**config.mk**
```make
export PLATFORM = sky130hd
export DESIGN_NAME = fault_manager
export DESIGN_NICKNAME = d
export VERILOG_FILES = /design/src/fault_pkg.sv /design/src/fault_manager.sv /design/src/pin_sync.sv /design/src/deglitch_filter.sv
export SDC_FILE = /design/constraint.sdc
export NUM_CORES = 1
export LEC_CHECK = 0
export CORE_ASPECT_RATIO = 1.25
export CORE_MARGIN = 2
export CORE_UTILIZATION = 51
export CTS_BUF_LIST = sky130_fd_sc_hd__clkbuf_2 sky130_fd_sc_hd__clkbuf_4 sky130_fd_sc_hd__clkbuf_8
export CTS_CLUSTER_SIZE = 8
export DETAILED_ROUTE_END_ITERATION = 6
export DONT_BUFFER_PORTS = 1
export GPL_TIMING_DRIVEN = 0
export PLACE_DENSITY = 0.66
export SETUP_SLACK_MARGIN = 0.15
export SLEW_MARGIN = 20
export SYNTH_ARGS = -nofsm -noshare
export SYNTH_HDL_FRONTEND = slang
export SYNTH_HIERARCHICAL = 1
export SYNTH_SLANG_ARGS = --single-unit
```
**constraint.sdc**
```tcl
create_clock -name pclk -period 3.35 [get_ports pclk]
set_input_delay 0.8375 -clock pclk [delete_from_list [all_inputs] [get_ports pclk]]
set_output_delay 0.8375 -clock pclk [all_outputs]
set_load 0.05 [all_outputs]
```
**src/fault_pkg.sv**
```systemverilog
// constants, register layouts and state types of the gate driver fault manager
// What this block does
// - pump low: block drivers, pin low, latch flags
// - pump recovery frees pin; clear re-enables drivers
// - pump detect off: pin follows condition, flags latched
// - drain overcurrent needs enabled FET, deglitched comparator
// - drain mode 11b: no action, no report
// - drain latch: block or pull down, latch flags
// - retry mode: release and resume after retry delay
// - drain retry honours the pulldown selection
// - drain report only: drivers active, flags latched
// - shunt overcurrent per channel, deglitched, own mode
// - per-channel shunt disable suppresses action and report
// - shunt latch: block, pin low, latch flags
// - shunt report only: clears after condition gone
// - gate voltage checked after transition limit
// - gate fault cleared by clear; disable bit
// - thermal warning flag follows comparator, no action
// - thermal report bit drives pin low
// - enable low pulse or clear command clears
// - pin low while any enabled fault active
package fault_pkg;
    localparam int CLK_MHZ = 50;
    localparam int NS_PER_US = 1000;

    // register byte offsets
    localparam logic [11:0] CTRL_OFFSET = 12'h000;
    localparam logic [11:0] CONFIG_OFFSET = 12'h004;
    localparam logic [11:0] STATUS_OFFSET = 12'h008;
    localparam logic [31:0] CTRL_RESET = 32'h0000_0000;
    localparam logic [31:0] CONFIG_RESET = 32'h0000_0000;

    // deglitch times per selection, cycle counts round up
    localparam int DEGLITCH_NS [4] = '{1000, 2000, 4000, 8000};
    localparam logic [9:0] DEGLITCH_CYC [4] = '{
        10'((DEGLITCH_NS[0] * CLK_MHZ + NS_PER_US - 1) / NS_PER_US),
        10'((DEGLITCH_NS[1] * CLK_MHZ + NS_PER_US - 1) / NS_PER_US),
        10'((DEGLITCH_NS[2] * CLK_MHZ + NS_PER_US - 1) / NS_PER_US),
        10'((DEGLITCH_NS[3] * CLK_MHZ + NS_PER_US - 1) / NS_PER_US)};
    // gate transition limit per selection
    localparam int GATE_LIMIT_NS [4] = '{500, 1000, 2000, 4000};
    localparam logic [9:0] GATE_LIMIT_CYC [4] = '{
        10'((GATE_LIMIT_NS[0] * CLK_MHZ + NS_PER_US - 1) / NS_PER_US),
        10'((GATE_LIMIT_NS[1] * CLK_MHZ + NS_PER_US - 1) / NS_PER_US),
        10'((GATE_LIMIT_NS[2] * CLK_MHZ + NS_PER_US - 1) / NS_PER_US),
        10'((GATE_LIMIT_NS[3] * CLK_MHZ + NS_PER_US - 1) / NS_PER_US)};
    // retry delay
    localparam int RETRY_DELAY_US = 1000;
    localparam int RETRY_CYC = RETRY_DELAY_US * CLK_MHZ;

    typedef enum logic [1:0] {
        OC_LATCH = 2'b00,
        OC_RETRY = 2'b01,
        OC_REPORT = 2'b10,
        OC_OFF = 2'b11
    } oc_mode_t;

    typedef struct packed {
        logic [17:0] unused;
        logic [1:0] deglitch_sel;
        logic [2:0] per_channel_shunt_off;
        logic [1:0] shunt_oc_reaction;
        logic [1:0] drain_oc_reaction;
        logic gate_check_off;
        logic pump_low_detect_off;
        logic output_pulldown_sel;
        logic thermal_warning_report;
        logic clear_faults_cmd;
    } ctrl_t;

    typedef struct packed {
        logic [15:0] unused;
        logic [3:0] low_side_drive_strength;
        logic [3:0] high_side_drive_strength;
        logic [1:0] gate_transition_sel;
        logic [1:0] shunt_threshold_sel;
        logic [3:0] drain_threshold_sel;
    } config_t;

    typedef struct packed {
        logic [10:0] unused;
        logic [5:0] per_fet_gate_flag;
        logic [2:0] per_channel_shunt_flag;
        logic [5:0] per_fet_drain_oc_flag;
        logic thermal_warning_flag;
        logic gate_voltage_flag;
        logic shunt_overcurrent_flag;
        logic drain_overcurrent_flag;
        logic pump_low_flag;
        logic fault_summary;
    } status_t;

    // asynchronous inputs, synchronised as one vector
    typedef struct packed {
        logic enable_pin;
        logic pump_low_cmp;
        logic thermal_cmp;
        logic [5:0] drain_cmp;
        logic [2:0] shunt_cmp;
        logic [5:0] vgs_high;
        logic [5:0] vgs_low;
        logic [5:0] gate_inputs;
    } pins_t;

    typedef struct packed {
        logic en_prev;
        logic pump_flag;
        logic pump_block;
        logic drain_flag;
        logic [5:0] drain_fets;
        logic drain_block;
        logic drain_retry;
        logic shunt_flag;
        logic [2:0] shunt_chs;
        logic shunt_block;
        logic shunt_retry;
        logic gate_flag;
        logic [5:0] gate_fets;
        logic gate_block;
        logic [5:0] gate_prev;
        logic [5:0][9:0] gate_cnt;
        logic hot_flag;
        logic retry_run;
        logic [19:0] retry_cnt;
        logic fault_oe_n;
        logic drv_hiz;
        logic drv_pulldown;
        ctrl_t ctrl;
        config_t cfg;
        logic pready;
        logic pslverr;
        logic [31:0] prdata;
    } state_t;
endpackage

```
**src/fault_manager.sv**
```systemverilog
// gate driver fault manager: detection, reactions, flags and apb registers
`timescale 1ns/1ps
module fault_manager #(
    parameter int RETRY_CYCLES = fault_pkg::RETRY_CYC
) (
    input wire logic pclk,
    input wire logic presetn,
    input wire logic psel,
    input wire logic penable,
    input wire logic pwrite,
    input wire logic [11:0] paddr,
    input wire logic [31:0] pwdata,
    output logic [31:0] prdata,
    output logic pready,
    output logic pslverr,
    input wire logic enable_pin,
    input wire logic pump_low_cmp,
    input wire logic thermal_cmp,
    input wire logic [5:0] drain_cmp,
    input wire logic [2:0] shunt_cmp,
    input wire logic [5:0] vgs_high,
    input wire logic [5:0] vgs_low,
    input wire logic [5:0] gate_inputs,
    output logic fault_out_n_o,
    output logic fault_out_n_oe_n,
    output logic driver_hiz,
    output logic driver_pulldown,
    output logic [3:0] drain_threshold_sel,
    output logic [1:0] shunt_threshold_sel,
    output logic [1:0] gate_transition_sel,
    output logic [3:0] high_side_drive_strength,
    output logic [3:0] low_side_drive_strength
);
    localparam logic [19:0] RETRY_LAST = 20'(RETRY_CYCLES - 1);

    fault_pkg::state_t st;
    fault_pkg::state_t n;
    fault_pkg::pins_t pins_async;
    fault_pkg::pins_t pins;
    fault_pkg::status_t status;
    fault_pkg::oc_mode_t drain_mode;
    fault_pkg::oc_mode_t shunt_mode;
    logic [8:0] filt_raw;
    logic [8:0] filt_det;
    logic [5:0] drain_det;
    logic [2:0] shunt_det;
    logic [5:0] gate_fail;
    logic [9:0] deglitch_limit;
    logic drivers_off;
    logic access;
    logic done;
    logic wr_clear;
    logic en_rise;
    logic clr_ev;
    logic expire;
    logic drain_rep;
    logic drain_act;
    logic drain_clr;
    logic shunt_rep;
    logic shunt_act;
    logic shunt_clr;
    logic retry_start;
    logic fault_low;

    // every pin from outside the clock domain goes through two flops
    assign pins_async = '{enable_pin, pump_low_cmp, thermal_cmp, drain_cmp, shunt_cmp,
                          vgs_high, vgs_low, gate_inputs};

    pin_sync #(.W($bits(fault_pkg::pins_t))) u_sync (
        .pclk(pclk),
        .presetn(presetn),
        .async_in(pins_async),
        .sync_out(pins)
    );

    // only a switched-on, driven fet can show a valid drain drop
    assign drivers_off = st.drv_hiz | st.drv_pulldown;
    assign filt_raw = {pins.shunt_cmp, pins.drain_cmp & pins.gate_inputs & ~{6{drivers_off}}};
    assign deglitch_limit = fault_pkg::DEGLITCH_CYC[st.ctrl.deglitch_sel];

    generate
        for (genvar g = 0; g < 9; g++) begin : g_filt
            deglitch_filter u_filt (
                .pclk(pclk),
                .presetn(presetn),
                .raw(filt_raw[g]),
                .limit(deglitch_limit),
                .detect(filt_det[g])
            );
        end
    endgenerate

    assign drain_det = filt_det[5:0];
    assign shunt_det = filt_det[8:6] & ~st.ctrl.per_channel_shunt_off;
    assign drain_mode = fault_pkg::oc_mode_t'(st.ctrl.drain_oc_reaction);
    assign shunt_mode = fault_pkg::oc_mode_t'(st.ctrl.shunt_oc_reaction);

    // apb: one wait state, so pready and read data come from flops
    assign access = psel & penable;
    assign done = access & st.pready;
    assign wr_clear = done & pwrite & (paddr == fault_pkg::CTRL_OFFSET) & pwdata[0];
    assign en_rise = pins.enable_pin & ~st.en_prev;
    assign clr_ev = wr_clear | en_rise;
    assign expire = st.retry_run & (st.retry_cnt == RETRY_LAST);

    // status word assembled from the live flags
    always_comb begin
        status = '0;
        status.per_fet_gate_flag = st.gate_fets;
        status.per_channel_shunt_flag = st.shunt_chs;
        status.per_fet_drain_oc_flag = st.drain_fets;
        status.thermal_warning_flag = st.hot_flag;
        status.gate_voltage_flag = st.gate_flag;
        status.shunt_overcurrent_flag = st.shunt_flag;
        status.drain_overcurrent_flag = st.drain_flag;
        status.pump_low_flag = st.pump_flag;
        status.fault_summary = st.pump_flag | st.drain_flag | st.shunt_flag | st.gate_flag;
    end

    // gate check fires when the limit count runs out after an input edge
    always_comb begin
        for (int i = 0; i < 6; i++) begin
            gate_fail[i] = (st.gate_cnt[i] == 10'h001) &
                           (pins.gate_inputs[i] ? ~pins.vgs_high[i] : ~pins.vgs_low[i]);
        end
    end

    // reaction decisions for both overcurrent detectors
    always_comb begin
        drain_rep = (drain_mode != fault_pkg::OC_OFF) & (|drain_det);
        drain_act = drain_rep & ((drain_mode == fault_pkg::OC_LATCH) | (drain_mode == fault_pkg::OC_RETRY));
        drain_clr = (clr_ev & ((drain_mode != fault_pkg::OC_REPORT) | ~(|drain_det))) |
                    (expire & st.drain_retry);
        shunt_rep = (shunt_mode != fault_pkg::OC_OFF) & (|shunt_det);
        shunt_act = shunt_rep & ((shunt_mode == fault_pkg::OC_LATCH) | (shunt_mode == fault_pkg::OC_RETRY));
        shunt_clr = (clr_ev & ((shunt_mode != fault_pkg::OC_REPORT) | ~(|shunt_det))) |
                    (expire & st.shunt_retry);
        retry_start = (drain_act & (drain_mode == fault_pkg::OC_RETRY)) |
                      (shunt_act & (shunt_mode == fault_pkg::OC_RETRY));
    end

    // next state of the whole block
    always_comb begin
        n = st;
        n.en_prev = pins.enable_pin;
        n.hot_flag = pins.thermal_cmp;
        // charge pump: flags latched, drivers blocked only with detection on
        n.pump_flag = (st.pump_flag & ~clr_ev) | pins.pump_low_cmp;
        n.pump_block = (st.pump_block & ~clr_ev) | (pins.pump_low_cmp & ~st.ctrl.pump_low_detect_off);
        // drain overcurrent, set beats clear
        n.drain_fets = (drain_clr ? 6'h00 : st.drain_fets) | (drain_rep ? drain_det : 6'h00);
        n.drain_flag = (st.drain_flag & ~drain_clr) | drain_rep;
        n.drain_block = (st.drain_block & ~(clr_ev | (expire & st.drain_retry))) | drain_act;
        n.drain_retry = (st.drain_retry & ~(clr_ev | expire)) |
                        (drain_act & (drain_mode == fault_pkg::OC_RETRY));
        // shunt overcurrent
        n.shunt_chs = (shunt_clr ? 3'h0 : st.shunt_chs) | (shunt_rep ? shunt_det : 3'h0);
        n.shunt_flag = (st.shunt_flag & ~shunt_clr) | shunt_rep;
        n.shunt_block = (st.shunt_block & ~(clr_ev | (expire & st.shunt_retry))) | shunt_act;
        n.shunt_retry = (st.shunt_retry & ~(clr_ev | expire)) |
                        (shunt_act & (shunt_mode == fault_pkg::OC_RETRY));
        // gate-source fault, suppressed entirely by its disable bit
        n.gate_fets = (clr_ev ? 6'h00 : st.gate_fets) | (st.ctrl.gate_check_off ? 6'h00 : gate_fail);
        n.gate_flag = (st.gate_flag & ~clr_ev) | ((|gate_fail) & ~st.ctrl.gate_check_off);
        n.gate_block = (st.gate_block & ~clr_ev) | ((|gate_fail) & ~st.ctrl.gate_check_off);
        n.gate_prev = pins.gate_inputs;
        // gate transition timers restart on each input edge and idle while blocked
        for (int i = 0; i < 6; i++) begin
            if (drivers_off) begin
                n.gate_cnt[i] = 10'h000;
            end else if (pins.gate_inputs[i] != st.gate_prev[i]) begin
                n.gate_cnt[i] = fault_pkg::GATE_LIMIT_CYC[st.cfg.gate_transition_sel];
            end else if (st.gate_cnt[i] != 10'h000) begin
                n.gate_cnt[i] = st.gate_cnt[i] - 10'h001;
            end
        end
        // retry delay counter; a fresh retry fault restarts it
        if (retry_start) begin
            n.retry_run = 1'b1;
            n.retry_cnt = 20'h0_0000;
        end else if (expire | clr_ev) begin
            n.retry_run = 1'b0;
            n.retry_cnt = 20'h0_0000;
        end else if (st.retry_run) begin
            n.retry_cnt = st.retry_cnt + 20'h0_0001;
        end
        // pin low for live pump condition, live thermal condition with its report bit, and latched drain/shunt/gate flags
        fault_low = pins.pump_low_cmp | n.drain_flag | n.shunt_flag | n.gate_flag |
                    (pins.thermal_cmp & st.ctrl.thermal_warning_report);
        n.fault_oe_n = ~fault_low;
        // pump and gate faults always Hi-Z; overcurrent honours the pulldown choice
        n.drv_hiz = n.pump_block | n.gate_block |
                    ((n.drain_block | n.shunt_block) & ~st.ctrl.output_pulldown_sel);
        n.drv_pulldown = (n.drain_block | n.shunt_block) & st.ctrl.output_pulldown_sel &
                         ~(n.pump_block | n.gate_block);
        // apb slave
        n.pready = access & ~st.pready;
        if (access & ~st.pready) begin
            n.pslverr = 1'b0;
            unique case (paddr)
                fault_pkg::CTRL_OFFSET: n.prdata = st.ctrl;
                fault_pkg::CONFIG_OFFSET: n.prdata = st.cfg;
                fault_pkg::STATUS_OFFSET: n.prdata = status;
                default: begin
                    n.prdata = 32'h0000_0000;
                    n.pslverr = 1'b1;
                end
            endcase
        end
        if (done & pwrite) begin
            if (paddr == fault_pkg::CTRL_OFFSET) begin
                n.ctrl = fault_pkg::ctrl_t'(pwdata);
                n.ctrl.unused = '0;
            end
            if (paddr == fault_pkg::CONFIG_OFFSET) begin
                n.cfg = fault_pkg::config_t'(pwdata);
                n.cfg.unused = '0;
            end
        end
        n.ctrl.clear_faults_cmd = 1'b0; // self-clearing, reads zero
    end

    always_ff @(posedge pclk or negedge presetn) begin
        if (!presetn) begin
            st <= '0;
            st.fault_oe_n <= 1'b1;
            st.ctrl <= fault_pkg::CTRL_RESET;
            st.cfg <= fault_pkg::CONFIG_RESET;
        end else begin
            st <= n;
        end
    end

    // outputs straight from flops; open-drain data is a constant low
    assign fault_out_n_o = 1'b0;
    assign fault_out_n_oe_n = st.fault_oe_n;
    assign driver_hiz = st.drv_hiz;
    assign driver_pulldown = st.drv_pulldown;
    assign prdata = st.prdata;
    assign pready = st.pready;
    assign pslverr = st.pslverr;
    assign drain_threshold_sel = st.cfg.drain_threshold_sel;
    assign shunt_threshold_sel = st.cfg.shunt_threshold_sel;
    assign gate_transition_sel = st.cfg.gate_transition_sel;
    assign high_side_drive_strength = st.cfg.high_side_drive_strength;
    assign low_side_drive_strength = st.cfg.low_side_drive_strength;
endmodule // fault_manager

```
**src/pin_sync.sv**
```systemverilog
// two-stage synchroniser for asynchronous input pins
`timescale 1ns/1ps
module pin_sync #(
    parameter int W = 1
) (
    input wire logic pclk,
    input wire logic presetn,
    input wire logic [W-1:0] async_in,
    output logic [W-1:0] sync_out
);
    typedef struct packed {
        logic [W-1:0] meta;
        logic [W-1:0] stable;
    } sync_state_t;

    sync_state_t st_reg;
    sync_state_t st_next;

    // first stage feeds only the second stage
    always_comb begin
        st_next.meta = async_in;
        st_next.stable = st_reg.meta;
    end

    always_ff @(posedge pclk or negedge presetn) begin
        if (!presetn) begin
            st_reg <= '0;
        end else begin
            st_reg <= st_next;
        end
    end

    assign sync_out = st_reg.stable;
endmodule // pin_sync

```
**src/deglitch_filter.sv**
```systemverilog
// comparator deglitch counter: output only after the input held long enough
`timescale 1ns/1ps
module deglitch_filter (
    input wire logic pclk,
    input wire logic presetn,
    input wire logic raw,
    input wire logic [9:0] limit,
    output logic detect
);
    typedef struct packed {
        logic [9:0] cnt;
        logic det;
    } deglitch_state_t;

    deglitch_state_t st_reg;
    deglitch_state_t st_next;

    // any drop restarts the count, so short spikes never reach the output
    always_comb begin
        st_next = st_reg;
        if (!raw) begin
            st_next.cnt = 10'h000;
            st_next.det = 1'b0;
        end else if (st_reg.cnt >= limit) begin
            st_next.det = 1'b1;
        end else begin
            st_next.cnt = st_reg.cnt + 10'h001;
        end
    end

    always_ff @(posedge pclk or negedge presetn) begin
        if (!presetn) begin
            st_reg <= '0;
        end else begin
            st_reg <= st_next;
        end
    end

    assign detect = st_reg.det;
endmodule // deglitch_filter

```
==> impl_metrics.tcl <==
set metrics [dict create \
    status "finished, violations left" \
    violations "hold timing" \
    tightest_slew_ns 0.7828 \
    fin_ws_ns 0.3223 \
    final_layout_size_suffix_gt1_frac 0.1310 \
    syn_area_um2 17720 \
    largest_register_ffs 123 \
    synthArstFlopShare 1.000 \
    grt.overflow.total 0 \
    die-width_um 170.7 \
    yosysSeqAreaShare 0.4633 \
    drt_iter0_drc 955 \
    grt_start_max_net_pins 329 \
    reg2reg_slack_ns 0.32 \
    total_power_uw 8505 \
    cts_buffers 53 \
    num_rows 76 \
    holdCritPathClass "input port to async pin" \
    worstPathArrival_ns 3.55 \
    syn_to_final_growth_pct 10.54 \
    dp.final_hpwl_mm 28.27 \
    peakVddDrop_mv 0.3615 \
    leakage_uw 0.009045 \
    final-max-slew-violation-count 0 \
    fillCellCount 2998 \
    worst-path-max-fanout 11 \
    clock-root-buffer "clkbuf_8" \
    critPathKind "flip-flop to flip-flop" \
    clk_latency_ns 0.62 \
    critical_path_required_ns 3.87 \
    fmax_ghz 0.3303 \
    core_um2 34330 \
    syn_area_per_cell_um2 10.07 \
    clkSlewWorstSetupHoldPaths_ns 0.06 \
    die_h_um 212.4 \
    place_ws_ns -0.9436 \
    first_pass_iters 5 \
    portBuffers 0 \
    initial_utilization 0.5162 \
    num_vias 13330 \
    hold_viol_final 71 \
    max_stage_delay_ns 0.50 \
    ant_nets 0 \
    antenna_found_initial 0 \
    power_per_cell_area_nw_per_um2 434.2 \
    maxSlewHeadroom 0.4781 \
    drc 0 \
    fin_skew_ns 0.02373 \
    stdcell_count 2353 \
    fin_util 0.5706 \
    drv_cap 0 \
    placedCellCount 2256 \
    grt_first_pass_wirelength_mm 67.94 \
    hold-worst-slack_ns -0.08156 \
    path_cells "clkinvlp_4 > buf_4 > ha_2 > inv_1 > ha_1 > a41o_1 > and3_1 > clkbuf_2 > buf_2 > nor4_2 > mux2i_1" \
    end_kind "flip-flop" \
    place_congestion 0.8256 \
    clockBufferDepth 3 \
    cts_num_sinks 328 \
    setup_viol 0 \
    cpMaxStageDelayCell "dfrtp_4" \
    grt_pass1_vias 13430 \
    yosys_register_bits 328 \
    htreeDepth 2 \
    diodes 0 \
    fin_nets 2056 \
    vias_per_cell 5.666 \
    synth_cell_types 69 \
    grtUsageTotal 0.2325 \
    min_period_ns 3.028 \
    synth-edff-count 0 \
    cts_tree "done" \
    rsz0062_at_grt "no" \
    synth_ff_type "dfrtp_1" \
    post-route-period-util 0.9038 \
    wl_mm 40.75 \
    final_common_cell "dfrtp_1" \
    ioPinCount 133 \
    layout_common_cells "dfrtp_1 (326), nand2_1 (140), inv_1 (123), ha_1 (123), a21oi_1 (118)" \
    synthCells 1759 \
    startpoint_type "flip-flop" \
    wl_per_cell_um 17.32 \
    die_area_um2 36260 \
    yosysWarnings 6 \
]
==> synth_stat cells (3+ instances only) <==
master    instances  area (um2)
dfrtp_1         327        8183
a22o_1           12       105.1
mux2i_1          19       190.2
buf_2             6       30.03
nand2b_1         25       156.4
inv_1           125       469.2
xnor2_1          47       411.6
a211oi_1         33       247.7
a21oi_4           8       130.1
buf_1             3       11.26
and2_2            8       60.06
a22oi_1           4       30.03
nor2b_1           9       56.30
o21ai_0          57       285.3
a21oi_1         118       590.6
clkinv_1          8       30.03
or4_1            56       420.4
o211ai_2          8       100.1
nand4_1          26       162.7
o21ai_1           5       25.02
nand2_1         140       525.5
o211ai_1          5       37.54
ha_1            126        1577
and3_1           32       200.2
nor2_1          101       379.1
a211o_1          10       87.58
and2_1            5       31.28
nand3_4           8       140.1
or2_2             3       18.77
nor3b_1           7       52.55
a31o_2            3       26.28
a222oi_1         13       130.1
mux2_2           22       247.7
nand3_1          85       425.4
clkbuf_1         19       71.32
nor3_1           36       180.2
a31oi_1           3       18.77
buf_4            58       435.4
and4_1           12       105.1
nor4_1           16       100.1
xor2_1           31       271.5
or3_1            11       68.82
a21o_1           17       127.6
o31ai_1          55       412.9
nand2_2           8       50.05
==> cells by family after synthesis <==
| logic type | count (synthesis) | share of synthesized area |
|---|---|---|
| XOR/XNOR | 78 | 0.03855 |
| flip-flops | 328 | 0.4633 |
| buffers and inverters | 221 | 0.06002 |
| multiplexers | 41 | 0.02471 |
| adder cells (fa/ha/maj) | 126 | 0.08897 |
| AND/OR/NAND/NOR | 598 | 0.1834 |
| other | 1 | 0.0002116 |
| AO/OA/AOI/OAI | 366 | 0.1409 |
==> metrics by stage <==
stage	setup TNS [ns]	hold slack [ns]	cell area, um2
after floorplan	0	0.3312	17830
after global placement	-70.12	0.3317	18410
after detailed placement	-72.51	0.3347	18410
after CTS	0	-0.1225	19570
after global routing	0	-0.1114	19590
final	0	-0.08156	19590
==> layer usage <==
layer | wire [um] | up-vias | GRT usage
met5 | 0 | - | 0
met4 | 1203 | 0 | 0.08105
met3 | 1766 | 78 | 0.03686
met2 | 20320 | 249 | 0.4011
met1 | 17460 | 6550 | 0.2964
li1 | - | 6456 | -
==> where the power goes <==
| part | total [uW] | switching, uW | internal, uW | leakage, uW |
|---|---|---|---|---|
| sequential | 4300 | 165 | 4130 | 0.00424 |
| combinational | 681 | 383 | 298 | 0.00422 |
| clock | 3530 | 1580 | 1950 | 0.000577 |
| total | 8500 | 2130 | 6380 | 0.00904 |
==> worst paths after layout <==
| kind | start | cells past startpoint | end |
|---|---|---|---|
| worst max register to register | st[79] | 11 | g_filt[8].u_filt/st_reg[7] |
| worst max-delay path | st[79] | 11 | g_filt[8].u_filt/st_reg[7] |
| worst min register to register | u_sync/st_next[29] | 0 | u_sync/sync_out[29] |
| worst min-delay path | presetn | 0 | st[104] |
| min in group pclk | thermal_cmp | 0 | u_sync/st_next[27] |
| max in group asynchronous | presetn | 0 | u_sync/st_next[10] |
==> repair_timing <==
| action | CTS | global route |
|---|---|---|
| gates cloned | 0 | 0 |
| pin swaps | 0 | 1 |
| hold endpoints to repair | 327 | 327 |
| setup buffers | 6 | 2 |
| setup endpoints to repair | 99 | 3 |
| gates resized for setup | 7 | 1 |
==> area by class of cell <==
class | instances | area, um2 | area share
sequential | 328 | 8213 | 0.4193
clock inverter | 7 | 48.80 | 0.002491
inverter | 133 | 506.7 | 0.02587
clock buffer | 82 | 1035 | 0.05283
buffer | 88 | 564.3 | 0.02881
timing repair buffer | 8 | 60.06 | 0.003066
multi-input combinational | 1239 | 8573 | 0.4377
tap | 468 | 585.6 | 0.02990
==> worst max-delay path, delay by kind of cell (launching register included) <==
family | cells | cell delay [ns]
AO/OA/AOI/OAI | 1 | 0.19
buffers and inverters | 5 | 0.84
AND/OR/NAND/NOR | 2 | 0.47
flip-flops | 1 | 0.50
multiplexers | 1 | 0.21
adder cells (fa/ha/maj) | 2 | 0.73
No activity file was read; power rests on OpenSTA's default activity.
